--- src/cst_defs.svh ---
// constants for the clock and stopwatch timer: register indexes,
// field positions, reset values and tick arithmetic
// assumes: included by bare name after the package
`ifndef CST_DEFS_SVH
`define CST_DEFS_SVH

// register indexes, byte address is four times the index
`define CST_IDX_DIV   12'h2e0
`define CST_IDX_SWL   12'h2e1
`define CST_IDX_SWH   12'h2e2
`define CST_IDX_SWMSK 12'h2e6
`define CST_IDX_TKMSK 12'h2e8
`define CST_IDX_TKEV  12'h2e9
`define CST_IDX_SWEV  12'h2ea
`define CST_IDX_CTL   12'h2ee

// control register field positions
`define CST_BIT_TMCLR 3
`define CST_BIT_STOPWATCH_RUN_CONTROL 2
`define CST_BIT_SWCLR 1

// divider stages that raise events (32, 8, 2 Hz)
`define CST_BIT_32HZ  2
`define CST_BIT_8HZ   4
`define CST_BIT_2HZ   6

// reset values
`define CST_RST_NIB   4'h0
`define CST_RST_DIV   7'h00
`define CST_RST_ACC   8'h00

// hundredths pacing: 100 steps per 256 ticks
`define CST_ACC_STEP  9'h064
`define CST_BCD_MAX   4'h9

`endif

--- src/cst_pkg.sv ---
// types shared by the clock and stopwatch timer
// assumes: compiled before every module that uses it
package cst_pkg;
  typedef logic [3:0]  cst_bcd_t;
  typedef logic [6:0]  cst_div_t;
  typedef logic [11:0] cst_idx_t;
endpackage : cst_pkg

--- src/cst_timer.sv ---
// clock timer tail and two-digit bcd stopwatch, apb register slave
// assumes: i_tick_256hz is the prescaler square wave from another domain,
// i_ref_clk far faster than 256 hz, cpu is the only bus master
//
// Summary of operation
// divider 16-2 hz stages read only
// three tick masks, read/write, reset zero
// falling 32/8/2 hz edge sets event flag
// tick flags clear on read, writes ignored
// software reads tick flags only interrupts disabled
// software writes tick masks only interrupts disabled
// divider clear bit clears, reads zero
// divider clear may set a flag
// 2 hz stage clocks the watchdog
// two cascaded bcd digits from 256 hz
// hundredths steps every 2 or 3 ticks
// tenths counts carries, overflow gives 1 hz
// digit rollovers raise 10 hz / 1 hz flags
// stopwatch flags set regardless of masks
// reading flags clears the bits read
// both digits read only, reset zero
// two stopwatch masks, read/write, reset zero
// run bit advances or freezes digits
// stopwatch clear bit zeroes digits, reads zero
// software stop-read-restart within 976 us
//
// The APB slave port was chosen for this implementation.
`timescale 1ns/100ps
`default_nettype none
`include "cst_defs.svh"

module cst_timer (
  input  wire logic        i_ref_clk,
  input  wire logic        i_nrst,
  input  wire logic        i_ce,
  input  wire logic        i_tick_256hz,
  input  wire logic        i_psel,
  input  wire logic        i_penable,
  input  wire logic        i_pwrite,
  input  wire logic [13:0] i_paddr,
  input  wire logic [31:0] i_pwdata,
  output logic      [31:0] o_prdata,
  output logic             o_pready,
  output logic             o_pslverr,
  output logic      [2:0]  o_tick_req,
  output logic      [1:0]  o_sw_req,
  output logic             o_wdt_clk
);

  // ******************************************************
  // helpers
  // ******************************************************
  function automatic cst_pkg::cst_bcd_t bcd_inc(input cst_pkg::cst_bcd_t d);
    bcd_inc = (d == `CST_BCD_MAX) ? `CST_RST_NIB : 4'(d + 4'h1);
  endfunction : bcd_inc

  function automatic logic is_idx(input cst_pkg::cst_idx_t a,
                                  input cst_pkg::cst_idx_t b);
    is_idx = (a == b);
  endfunction : is_idx

  // ******************************************************
  // declarations
  // ******************************************************
  cst_pkg::cst_idx_t idx;
  logic              setup;
  logic              done;
  logic              wr_done;
  logic              rd_done;
  logic              tk_s1;
  logic              tk_s2;
  logic              tk_s3;
  logic              tick;
  cst_pkg::cst_div_t div_cnt;
  cst_pkg::cst_div_t next_div;
  logic              div_clr;
  logic [2:0]        tick_fall;
  logic [2:0]        ev_tick;
  logic [2:0]        mask_tick;
  logic [1:0]        ev_sw;
  logic [1:0]        mask_sw;
  logic              sw_run;
  logic              sw_clr;
  logic [7:0]        sw_acc;
  logic [8:0]        acc_sum;
  logic              sw_step;
  cst_pkg::cst_bcd_t hund;
  cst_pkg::cst_bcd_t tenth;
  logic              hund_wrap;
  logic              tenth_wrap;
  logic [31:0]       next_rdata;
  logic              next_hit;

  // ******************************************************
  // apb decode
  // ******************************************************
  assign idx     = i_paddr[13:2];
  assign setup   = i_psel & ~i_penable;
  assign done    = i_psel & i_penable & o_pready;
  assign wr_done = done & i_pwrite;
  assign rd_done = done & ~i_pwrite;

  always_comb begin
    next_rdata = 32'h0000_0000;
    next_hit   = 1'b1;
    case (idx)
      `CST_IDX_DIV:   next_rdata[3:0] = div_cnt[6:3];
      `CST_IDX_SWL:   next_rdata[3:0] = hund;
      `CST_IDX_SWH:   next_rdata[3:0] = tenth;
      `CST_IDX_SWMSK: next_rdata[1:0] = mask_sw;
      `CST_IDX_TKMSK: next_rdata[2:0] = mask_tick;
      `CST_IDX_TKEV:  next_rdata[2:0] = ev_tick;
      `CST_IDX_SWEV:  next_rdata[1:0] = ev_sw;
      // clear bits always read zero
      `CST_IDX_CTL:   next_rdata[`CST_BIT_STOPWATCH_RUN_CONTROL] = sw_run;
      default:        next_hit = 1'b0;
    endcase
  end

  // ready one cycle after setup: zero-wait access phase
  always_ff @(posedge i_ref_clk or negedge i_nrst) begin
    if (!i_nrst) begin
      o_pready <= 1'b0;
    end else if (i_ce) begin
      o_pready <= setup;
    end
  end

  // read data snapshot taken in the setup cycle
  always_ff @(posedge i_ref_clk or negedge i_nrst) begin
    if (!i_nrst) begin
      o_prdata  <= 32'h0000_0000;
      o_pslverr <= 1'b0;
    end else if (i_ce && setup) begin
      o_prdata  <= i_pwrite ? 32'h0000_0000 : next_rdata;
      o_pslverr <= ~next_hit;
    end
  end

  // ******************************************************
  // 256 hz input synchroniser and edge
  // ******************************************************
  always_ff @(posedge i_ref_clk or negedge i_nrst) begin
    if (!i_nrst) begin
      tk_s1 <= 1'b0;
      tk_s2 <= 1'b0;
      tk_s3 <= 1'b0;
    end else if (i_ce) begin
      tk_s1 <= i_tick_256hz;
      tk_s2 <= tk_s1;
      tk_s3 <= tk_s2;
    end
  end

  assign tick = tk_s2 & ~tk_s3;

  // ******************************************************
  // clock timer divider
  // ******************************************************
  assign div_clr = wr_done & is_idx(idx, `CST_IDX_CTL)
                   & i_pwdata[`CST_BIT_TMCLR];

  always_comb begin
    if (div_clr) begin
      next_div = `CST_RST_DIV;
    end else begin
      next_div = 7'(div_cnt + {6'h00, tick});
    end
  end

  // a clear can drop a high stage and so raise its event
  assign tick_fall[0] = div_cnt[`CST_BIT_32HZ] & ~next_div[`CST_BIT_32HZ];
  assign tick_fall[1] = div_cnt[`CST_BIT_8HZ] & ~next_div[`CST_BIT_8HZ];
  assign tick_fall[2] = div_cnt[`CST_BIT_2HZ] & ~next_div[`CST_BIT_2HZ];

  always_ff @(posedge i_ref_clk or negedge i_nrst) begin
    if (!i_nrst) begin
      div_cnt <= `CST_RST_DIV;
    end else if (i_ce) begin
      div_cnt <= next_div;
    end
  end

  // 2 hz stage to watchdog, may give an extra count on clear
  always_ff @(posedge i_ref_clk or negedge i_nrst) begin
    if (!i_nrst) begin
      o_wdt_clk <= 1'b0;
    end else if (i_ce) begin
      o_wdt_clk <= next_div[`CST_BIT_2HZ];
    end
  end

  // ******************************************************
  // tick events and masks
  // ******************************************************
  // only bits that were returned are cleared; a new event wins
  always_ff @(posedge i_ref_clk or negedge i_nrst) begin
    if (!i_nrst) begin
      ev_tick <= 3'h0;
    end else if (i_ce) begin
      if (rd_done && is_idx(idx, `CST_IDX_TKEV)) begin
        ev_tick <= (ev_tick & ~o_prdata[2:0]) | tick_fall;
      end else begin
        ev_tick <= ev_tick | tick_fall;
      end
    end
  end

  always_ff @(posedge i_ref_clk or negedge i_nrst) begin
    if (!i_nrst) begin
      mask_tick <= 3'h0;
    end else if (i_ce && wr_done && is_idx(idx, `CST_IDX_TKMSK)) begin
      mask_tick <= i_pwdata[2:0];
    end
  end

  always_ff @(posedge i_ref_clk or negedge i_nrst) begin
    if (!i_nrst) begin
      o_tick_req <= 3'h0;
    end else if (i_ce) begin
      o_tick_req <= ev_tick & mask_tick;
    end
  end

  // ******************************************************
  // stopwatch control
  // ******************************************************
  assign sw_clr = wr_done & is_idx(idx, `CST_IDX_CTL)
                  & i_pwdata[`CST_BIT_SWCLR];

  always_ff @(posedge i_ref_clk or negedge i_nrst) begin
    if (!i_nrst) begin
      sw_run <= 1'b0;
    end else if (i_ce && wr_done && is_idx(idx, `CST_IDX_CTL)) begin
      sw_run <= i_pwdata[`CST_BIT_STOPWATCH_RUN_CONTROL];
    end
  end

  always_ff @(posedge i_ref_clk or negedge i_nrst) begin
    if (!i_nrst) begin
      mask_sw <= 2'h0;
    end else if (i_ce && wr_done && is_idx(idx, `CST_IDX_SWMSK)) begin
      mask_sw <= i_pwdata[1:0];
    end
  end

  // ******************************************************
  // stopwatch pacing and digits
  // ******************************************************
  // 100 steps per 256 ticks: gaps of 2 or 3, decades of 25 or 26
  assign acc_sum    = {1'b0, sw_acc} + `CST_ACC_STEP;
  assign sw_step    = tick & sw_run & acc_sum[8] & ~sw_clr;
  assign hund_wrap  = sw_step & (hund == `CST_BCD_MAX);
  assign tenth_wrap = hund_wrap & (tenth == `CST_BCD_MAX);

  always_ff @(posedge i_ref_clk or negedge i_nrst) begin
    if (!i_nrst) begin
      sw_acc <= `CST_RST_ACC;
    end else if (i_ce) begin
      if (sw_clr) begin
        sw_acc <= `CST_RST_ACC;
      end else if (tick && sw_run) begin
        sw_acc <= acc_sum[7:0];
      end
    end
  end

  // stopped digits hold and resume from the held value
  always_ff @(posedge i_ref_clk or negedge i_nrst) begin
    if (!i_nrst) begin
      hund  <= `CST_RST_NIB;
      tenth <= `CST_RST_NIB;
    end else if (i_ce) begin
      if (sw_clr) begin
        hund  <= `CST_RST_NIB;
        tenth <= `CST_RST_NIB;
      end else if (sw_step) begin
        hund <= bcd_inc(hund);
        if (hund_wrap) begin
          tenth <= bcd_inc(tenth);
        end
      end
    end
  end

  always_ff @(posedge i_ref_clk or negedge i_nrst) begin
    if (!i_nrst) begin
      ev_sw <= 2'h0;
    end else if (i_ce) begin
      if (rd_done && is_idx(idx, `CST_IDX_SWEV)) begin
        ev_sw <= (ev_sw & ~o_prdata[1:0]) | {tenth_wrap, hund_wrap};
      end else begin
        ev_sw <= ev_sw | {tenth_wrap, hund_wrap};
      end
    end
  end

  always_ff @(posedge i_ref_clk or negedge i_nrst) begin
    if (!i_nrst) begin
      o_sw_req <= 2'h0;
    end else if (i_ce) begin
      o_sw_req <= ev_sw & mask_sw;
    end
  end
endmodule : cst_timer
`default_nettype wire

--- config.mk ---
export PLATFORM = sky130hd
export DESIGN_NAME = cst_timer
export DESIGN_NICKNAME = d
export VERILOG_FILES = /design/src/cst_pkg.sv /design/src/cst_timer.sv
export VERILOG_INCLUDE_DIRS = /design/src
export SDC_FILE = /design/constraint.sdc
export NUM_CORES = 1
export LEC_CHECK = 0
export ABC_AREA = 1
export BUFFER_PORTS_ARGS = -buffer_cell sky130_fd_sc_hd__buf_2
export CAP_MARGIN = 20
export CORE_AREA = 2 2 82 84
export CTS_BUF_LIST = sky130_fd_sc_hd__clkbuf_2
export DETAILED_ROUTE_END_ITERATION = 16
export DIE_AREA = 0 0 84 86
export GPL_TIMING_DRIVEN = 0
export PLACE_DENSITY = 0.78
export SYNTH_ARGS = -nofsm -noshare
export SYNTH_HDL_FRONTEND = slang
export SYNTH_SLANG_ARGS = --single-unit
--- constraint.sdc ---
create_clock -name i_ref_clk -period 2.78 [get_ports i_ref_clk]
set_clock_uncertainty 0.2 [all_clocks]
set_input_delay 0.278 -clock i_ref_clk [delete_from_list [all_inputs] [get_ports i_ref_clk]]
set_output_delay 0.278 -clock i_ref_clk [all_outputs]
set_load 0.05 [all_outputs]
[After elaboration in Yosys (flattened, before gate mapping)]
Index checks and enable logic that the tools add are counted.
Word-level totals
  input bits: 53
  register bits: 77
  logic and storage cells: 99
  output and inout bits: 40
Operators by class
  multiplexer cells: 17
  bitwise operators: 35
  add/sub/neg operators: 4
  equality and inequality tests: 10
  reduce and logical (&&, ||, !) cells: 15
Operators with widths (number)
  $eq 12x10->1 const B: 8
  $mux 4: 8
  $and 1x1->1: 17
  $mux 8: 2
  $pmux 2 s7: 1
  $add 8x7->9 const B: 1
  $add 4x1->4 const B: 2
  $eq 4x4->1 const B: 2
  $logic_and 1x1->1: 8
  $not 1->1: 8
  $reduce_or 8->1: 1
  $add 7x1->7: 1
  $mux 7: 1
  $and 3x3->3: 2
  $or 3x3->3: 2
  $pmux 1 s6: 1
  $reduce_bool 2->1: 3
  $and 2x2->2: 2
  $or 2x2->2: 2
  $reduce_and 2->1: 2
  $mux 3: 1
  $not 3->3: 1
  $pmux 1 s3: 1
  $reduce_and 3->1: 1
  other kinds (3): 3

[Depth between registers and ports, before layout]
  depth after elaboration: 11
  depth in mapped cells: 11
  depth with buffers taken out: 11

[Worst setup path before layout]
OpenSTA, ideal clock, no wires.
  path type: register to register
  start point: register o_pready
  end point: register hund[3]
  slack: 0.966 ns
  cell stages (with the launch flop): 10
  data required time: 2.463 ns
  buffers on the path: 0
  arrival time: 1.497 ns
  library setup time: 0.117 ns
  period minus slack after synthesis: 1.814 ns
  path through: dfrtp_1 -> nand3_1 -> nor2_1 -> nand2_1 -> nor2_4 -> nand2_4 -> nand2_4 -> nand3_1 -> nand2_1 -> nor2_1
On the way
  word-level cells in the longest chain between the ends: 8
  elaborated cells between the ends (all ways): 9
  classes of those cells: mux: 1; bitwise: 6; reduce/logical: 2
RTL lines
  from (decl): RTL line cst_timer.sv:43  | output logic o_pready,
  from (signal assigned): RTL line cst_timer.sv:125  | o_pready <= setup;
  $and 1x1->1 *: RTL line cst_timer.sv:99  | assign done = i_psel & i_penable & o_pready;
  $and 1x1->1 *: RTL line cst_timer.sv:100  | assign wr_done = done & i_pwrite;
  $and 1x1->1 * (2 in a row): RTL line cst_timer.sv:228  | assign sw_clr = wr_done & is_idx(idx, `CST_IDX_CTL)
  $not 1->1: RTL line cst_timer.sv:252  | assign sw_step = tick & sw_run & acc_sum[8] & ~sw_clr;
  $and 1x1->1: RTL line cst_timer.sv:252
  $reduce_bool 2->1 (no line)
  $reduce_and 2->1 (no line)
  to (signal assigned): RTL line cst_timer.sv:271  | hund <= `CST_RST_NIB;
  to (signal assigned): RTL line cst_timer.sv:275  | hund <= `CST_RST_NIB;
  to (signal assigned): RTL line cst_timer.sv:278  | hund <= bcd_inc(hund);
  to (decl): RTL line cst_timer.sv:87  | cst_pkg::cst_bcd_t hund;
Every way passes the cells marked *; elsewhere a longest branch is shown, timed or not.
A chain may end at the register's enable or synchronous reset.

[Final worst setup path]
  start point: register tk_s3
  end point: register ev_tick[2]
On the way
  word-level cells in the longest chain between the ends: 8
  elaborated cells between the ends (all ways): 9
  classes of those cells: add/sub: 1; mux: 2; bitwise: 6
RTL lines
  from (decl): RTL line cst_timer.sv:72  | logic tk_s3;
  from (signal assigned): RTL line cst_timer.sv:151  | tk_s3 <= tk_s2;
  $not 1->1 *: RTL line cst_timer.sv:155  | assign tick = tk_s2 & ~tk_s3;
  $and 1x1->1 *: RTL line cst_timer.sv:155
  $add 7x1->7 *: RTL line cst_timer.sv:167  | next_div = 7'(div_cnt + {6'h00, tick});
  $mux 7 *: RTL line cst_timer.sv:164  | if (div_clr) begin
  $not 1->1 *: RTL line cst_timer.sv:174  | assign tick_fall[2] = div_cnt[`CST_BIT_2HZ] & ~next_div[`CST_BIT_2HZ];
  $and 1x1->1 *: RTL line cst_timer.sv:174
  $or 3x3->3 (on tied branches): RTL line cst_timer.sv:204, cst_timer.sv:202
  $mux 3 *: RTL line cst_timer.sv:201  | if (rd_done && is_idx(idx, `CST_IDX_TKEV)) begin
  to (signal assigned): RTL line cst_timer.sv:202  | ev_tick <= (ev_tick & ~o_prdata[2:0]) | tick_fall;
  to (signal assigned): RTL line cst_timer.sv:204  | ev_tick <= ev_tick | tick_fall;
  to (decl): RTL line cst_timer.sv:78  | logic [2:0] ev_tick;
Marks and branches as above.

==> impl_results.md <==
- Leading register cell type out of synthesis: dfrtp_1
- Area Growth Syn to Fin: 17.63%
- Worst EP arrival: 2.07 ns
- Worst-case clock buffer depth: 2
- Largest net degree at the start of global routing: 47
- Fill cell count: 612
- Post-synth EDFFs: 0
- Post-Place Worst Slack: 0.8732 ns
- Drt total wl: 6419 um
- Worst Hold Class: input pin to flop
- DRT iter0 DRCs: 120
- Clock transition at path regs: 0.22 ns
- Seq/Total Area, Yosys: 39.95%
- Share of cells above drive strength 1: 21.56%
- Drt first pass iters: 4
- Syn Inst Count: 373
- Level count of the clock H-tree: 2
- CTS tree: built
- Nets: 510
- Core area: 0.006277 mm2
- Yosys reg bits: 46
- Cell area after synthesis: 0.002882 mm2
- Die ar.: 0.007224 mm2
- DRC Markers: 0
- Reg-to-reg startpoint: tk_s3
- Rows: 29
- Chip width: 84 um
- Syn Area/Cell: 7.725 um2
- Worst skew pair latency: 0.40 ns
- IO Port Bufs: 33
- Ports: 93
- Crit Path Category: flop to flop
- Leakage: 1.838 nW
- Final hold violation count: 0
- Final HPWL DP: 5047 um
- Ys Warns: 0
- Yosys top cell by area: dfrtp_1
- Post-synth cell types: 31
- Worst EP required: 2.90 ns
- Vias in the first global route: 2357
- Post-route worst setup slack: 0.8391 ns
- WL per Instance: 12.18 um
- Synth area leaders: dfrtp_1 40%, nand2_1 11%, buf_4 8.1%, nand3_1 5.9%, inv_1 5.0%
- Root buffer cell: clkbuf_2
- Min-delay src: i_psel
- Vias per cell: 4.818
- Antenna-violating nets left: 0
- Worst IR drop on VDD: 0.0003670 V
- Status: finished, final reports clean
- Maxcap violations: 0
- Async S/R FF share, synth: 100.0%
- First-pass GRT wire length: 10630 um
- RSZ-0062 raised after global routing: false
- Final min period: 1.941 ns
- P per Cell Area: 531.8 mW/mm2
- Fmax: 515.2 MHz
- Post-cts sizing count: 0
- Routed vias: 2539
- Antenna Diode Count: 0
- Placer Congestion: 0.9125
- Die height: 86 um
- Crit share post-route: 69.81%
- Pins Over Slew Limit: 0
- Setup TNS: 0 ns
- Starting Density: 45.90%
- CP Max Fanout: 4
- Setup violations, final: 0
- Inserted Clock Buffers: 5
- # clock sinks: 46
- Critical Path Start Type: flop
- GRT Overall Usage: 18.30%
- Commonest cells after routing, fill and taps aside: 88 x nand2_1, 46 x dfrtp_1, 38 x inv_1
- Worst Setup End Kind: flop
- Total grt overflow: 0
- Most common cell after layout, fill and taps aside: nand2_1
- Critical Path Start: tk_s3
- Top cell type's share of synthesized area: 39.95%
- Initial antenna violation count: 0
-- worst paths after layout --
kind | endpoint | slack [ns] | cells past startpoint
max | ev_tick[2] | 0.84 | 9
min | o_prdata[0] | 0.04 | 5
max reg2reg | ev_tick[2] | 0.84 | 9
min reg2reg | o_pslverr | 0.30 | 2
max in group asynchronous | o_tick_req[1] | 1.78 | 3
min in group asynchronous | sw_acc[5] | 0.11 | 2
-- kinds of logic (layout without fill, tap and decap cells) --
logic type	Yosys count	count (layout)	synth area share, %
buffers and inverters	76	126	14.02
AO/OA/AOI/OAI	35	35	7.034
other	1	28	0.1301
flip-flops	46	46	39.95
AND/OR/NAND/NOR	198	198	32.78
XOR/XNOR	10	10	3.040
adder cells (fa/ha/maj)	7	7	3.039
-- state kept, by name, indices dropped and copies added (netlist names) --
register / count
tk_s3: 1
o_pslverr: 1
mask_sw: 2
o_sw_req: 2
tenth: 4
tk_s1: 1
ev_tick: 3
sw_acc: 6
hund: 4
ev_sw: 2
o_pready: 1
tk_s2: 1
o_prdata: 4
mask_tick: 3
div_cnt: 7
o_tick_req: 3
sw_run: 1
-- timing repair --
action,CTS,global route
setup buffers,0,0
endpoints found under the hold margin,63,0
hold buffers,9,0
-- area by class of cell --
class	instances	area (um2)	share of cell area, %
clock buffer	7	35.03	1.034
buffer	35	250.2	7.383
timing repair buffer	43	275.3	8.121
tap	77	96.34	2.842
multi-input combinational	278	1428	42.12
sequential	46	1151	33.96
inverter	41	153.9	4.540
-- per-layer routing --
metal / track usage, % / wire [um]
met4: 6.745 / 75
met3: 3.561 / 306
met1: 23.02 / 2879
met5: 0 / 0
met2: 31.42 / 3158
-- critical path, stage by stage, from the launching register on --
cell and delay [ns]:
dfrtp_1 0.46, nor2_4 0.13, ha_1 0.18, ha_1 0.17
nand2_1 0.11, nor3_1 0.23, xor2_1 0.21, a21oi_2 0.08
nand2_1 0.05, nand2_1 0.04
-- synthesized netlist by cell type (4+ instances only) --
master	instances
o21ai_0	24
dfrtp_1	46
xor2_1	9
nand2_1	88
nand3_1	34
nor2_4	5
inv_1	38
nor2_1	35
ha_1	7
nor3_1	4
buf_4	31
nand4_1	20
-- where the power goes --
group          switching [W]  internal (W)  total [W]  leakage [nW]
clock               0.000202     0.0000655   0.000268        0.0291
combinational       0.000367      0.000214   0.000581          1.24
sequential          0.000143      0.000811   0.000954         0.573
total               0.000712       0.00109    0.00180          1.84
-- metrics by stage --
step	hold slack (ns)	std cells	area (um2)	utilization (%)	power [W]
detailed placement	0.2645	510	3244	51.68	0.001533
global route	0.01259	527	3390	54.00	0.001937
global placement	0.2545	510	3244	51.68	0.001498
floorplan	-0.2176	400	2983	-	0.001386
finish	0.04403	527	3390	54.00	0.001803
CTS	0.02910	526	3369	53.68	0.001809
No activity file was read; power rests on OpenSTA's default activity.
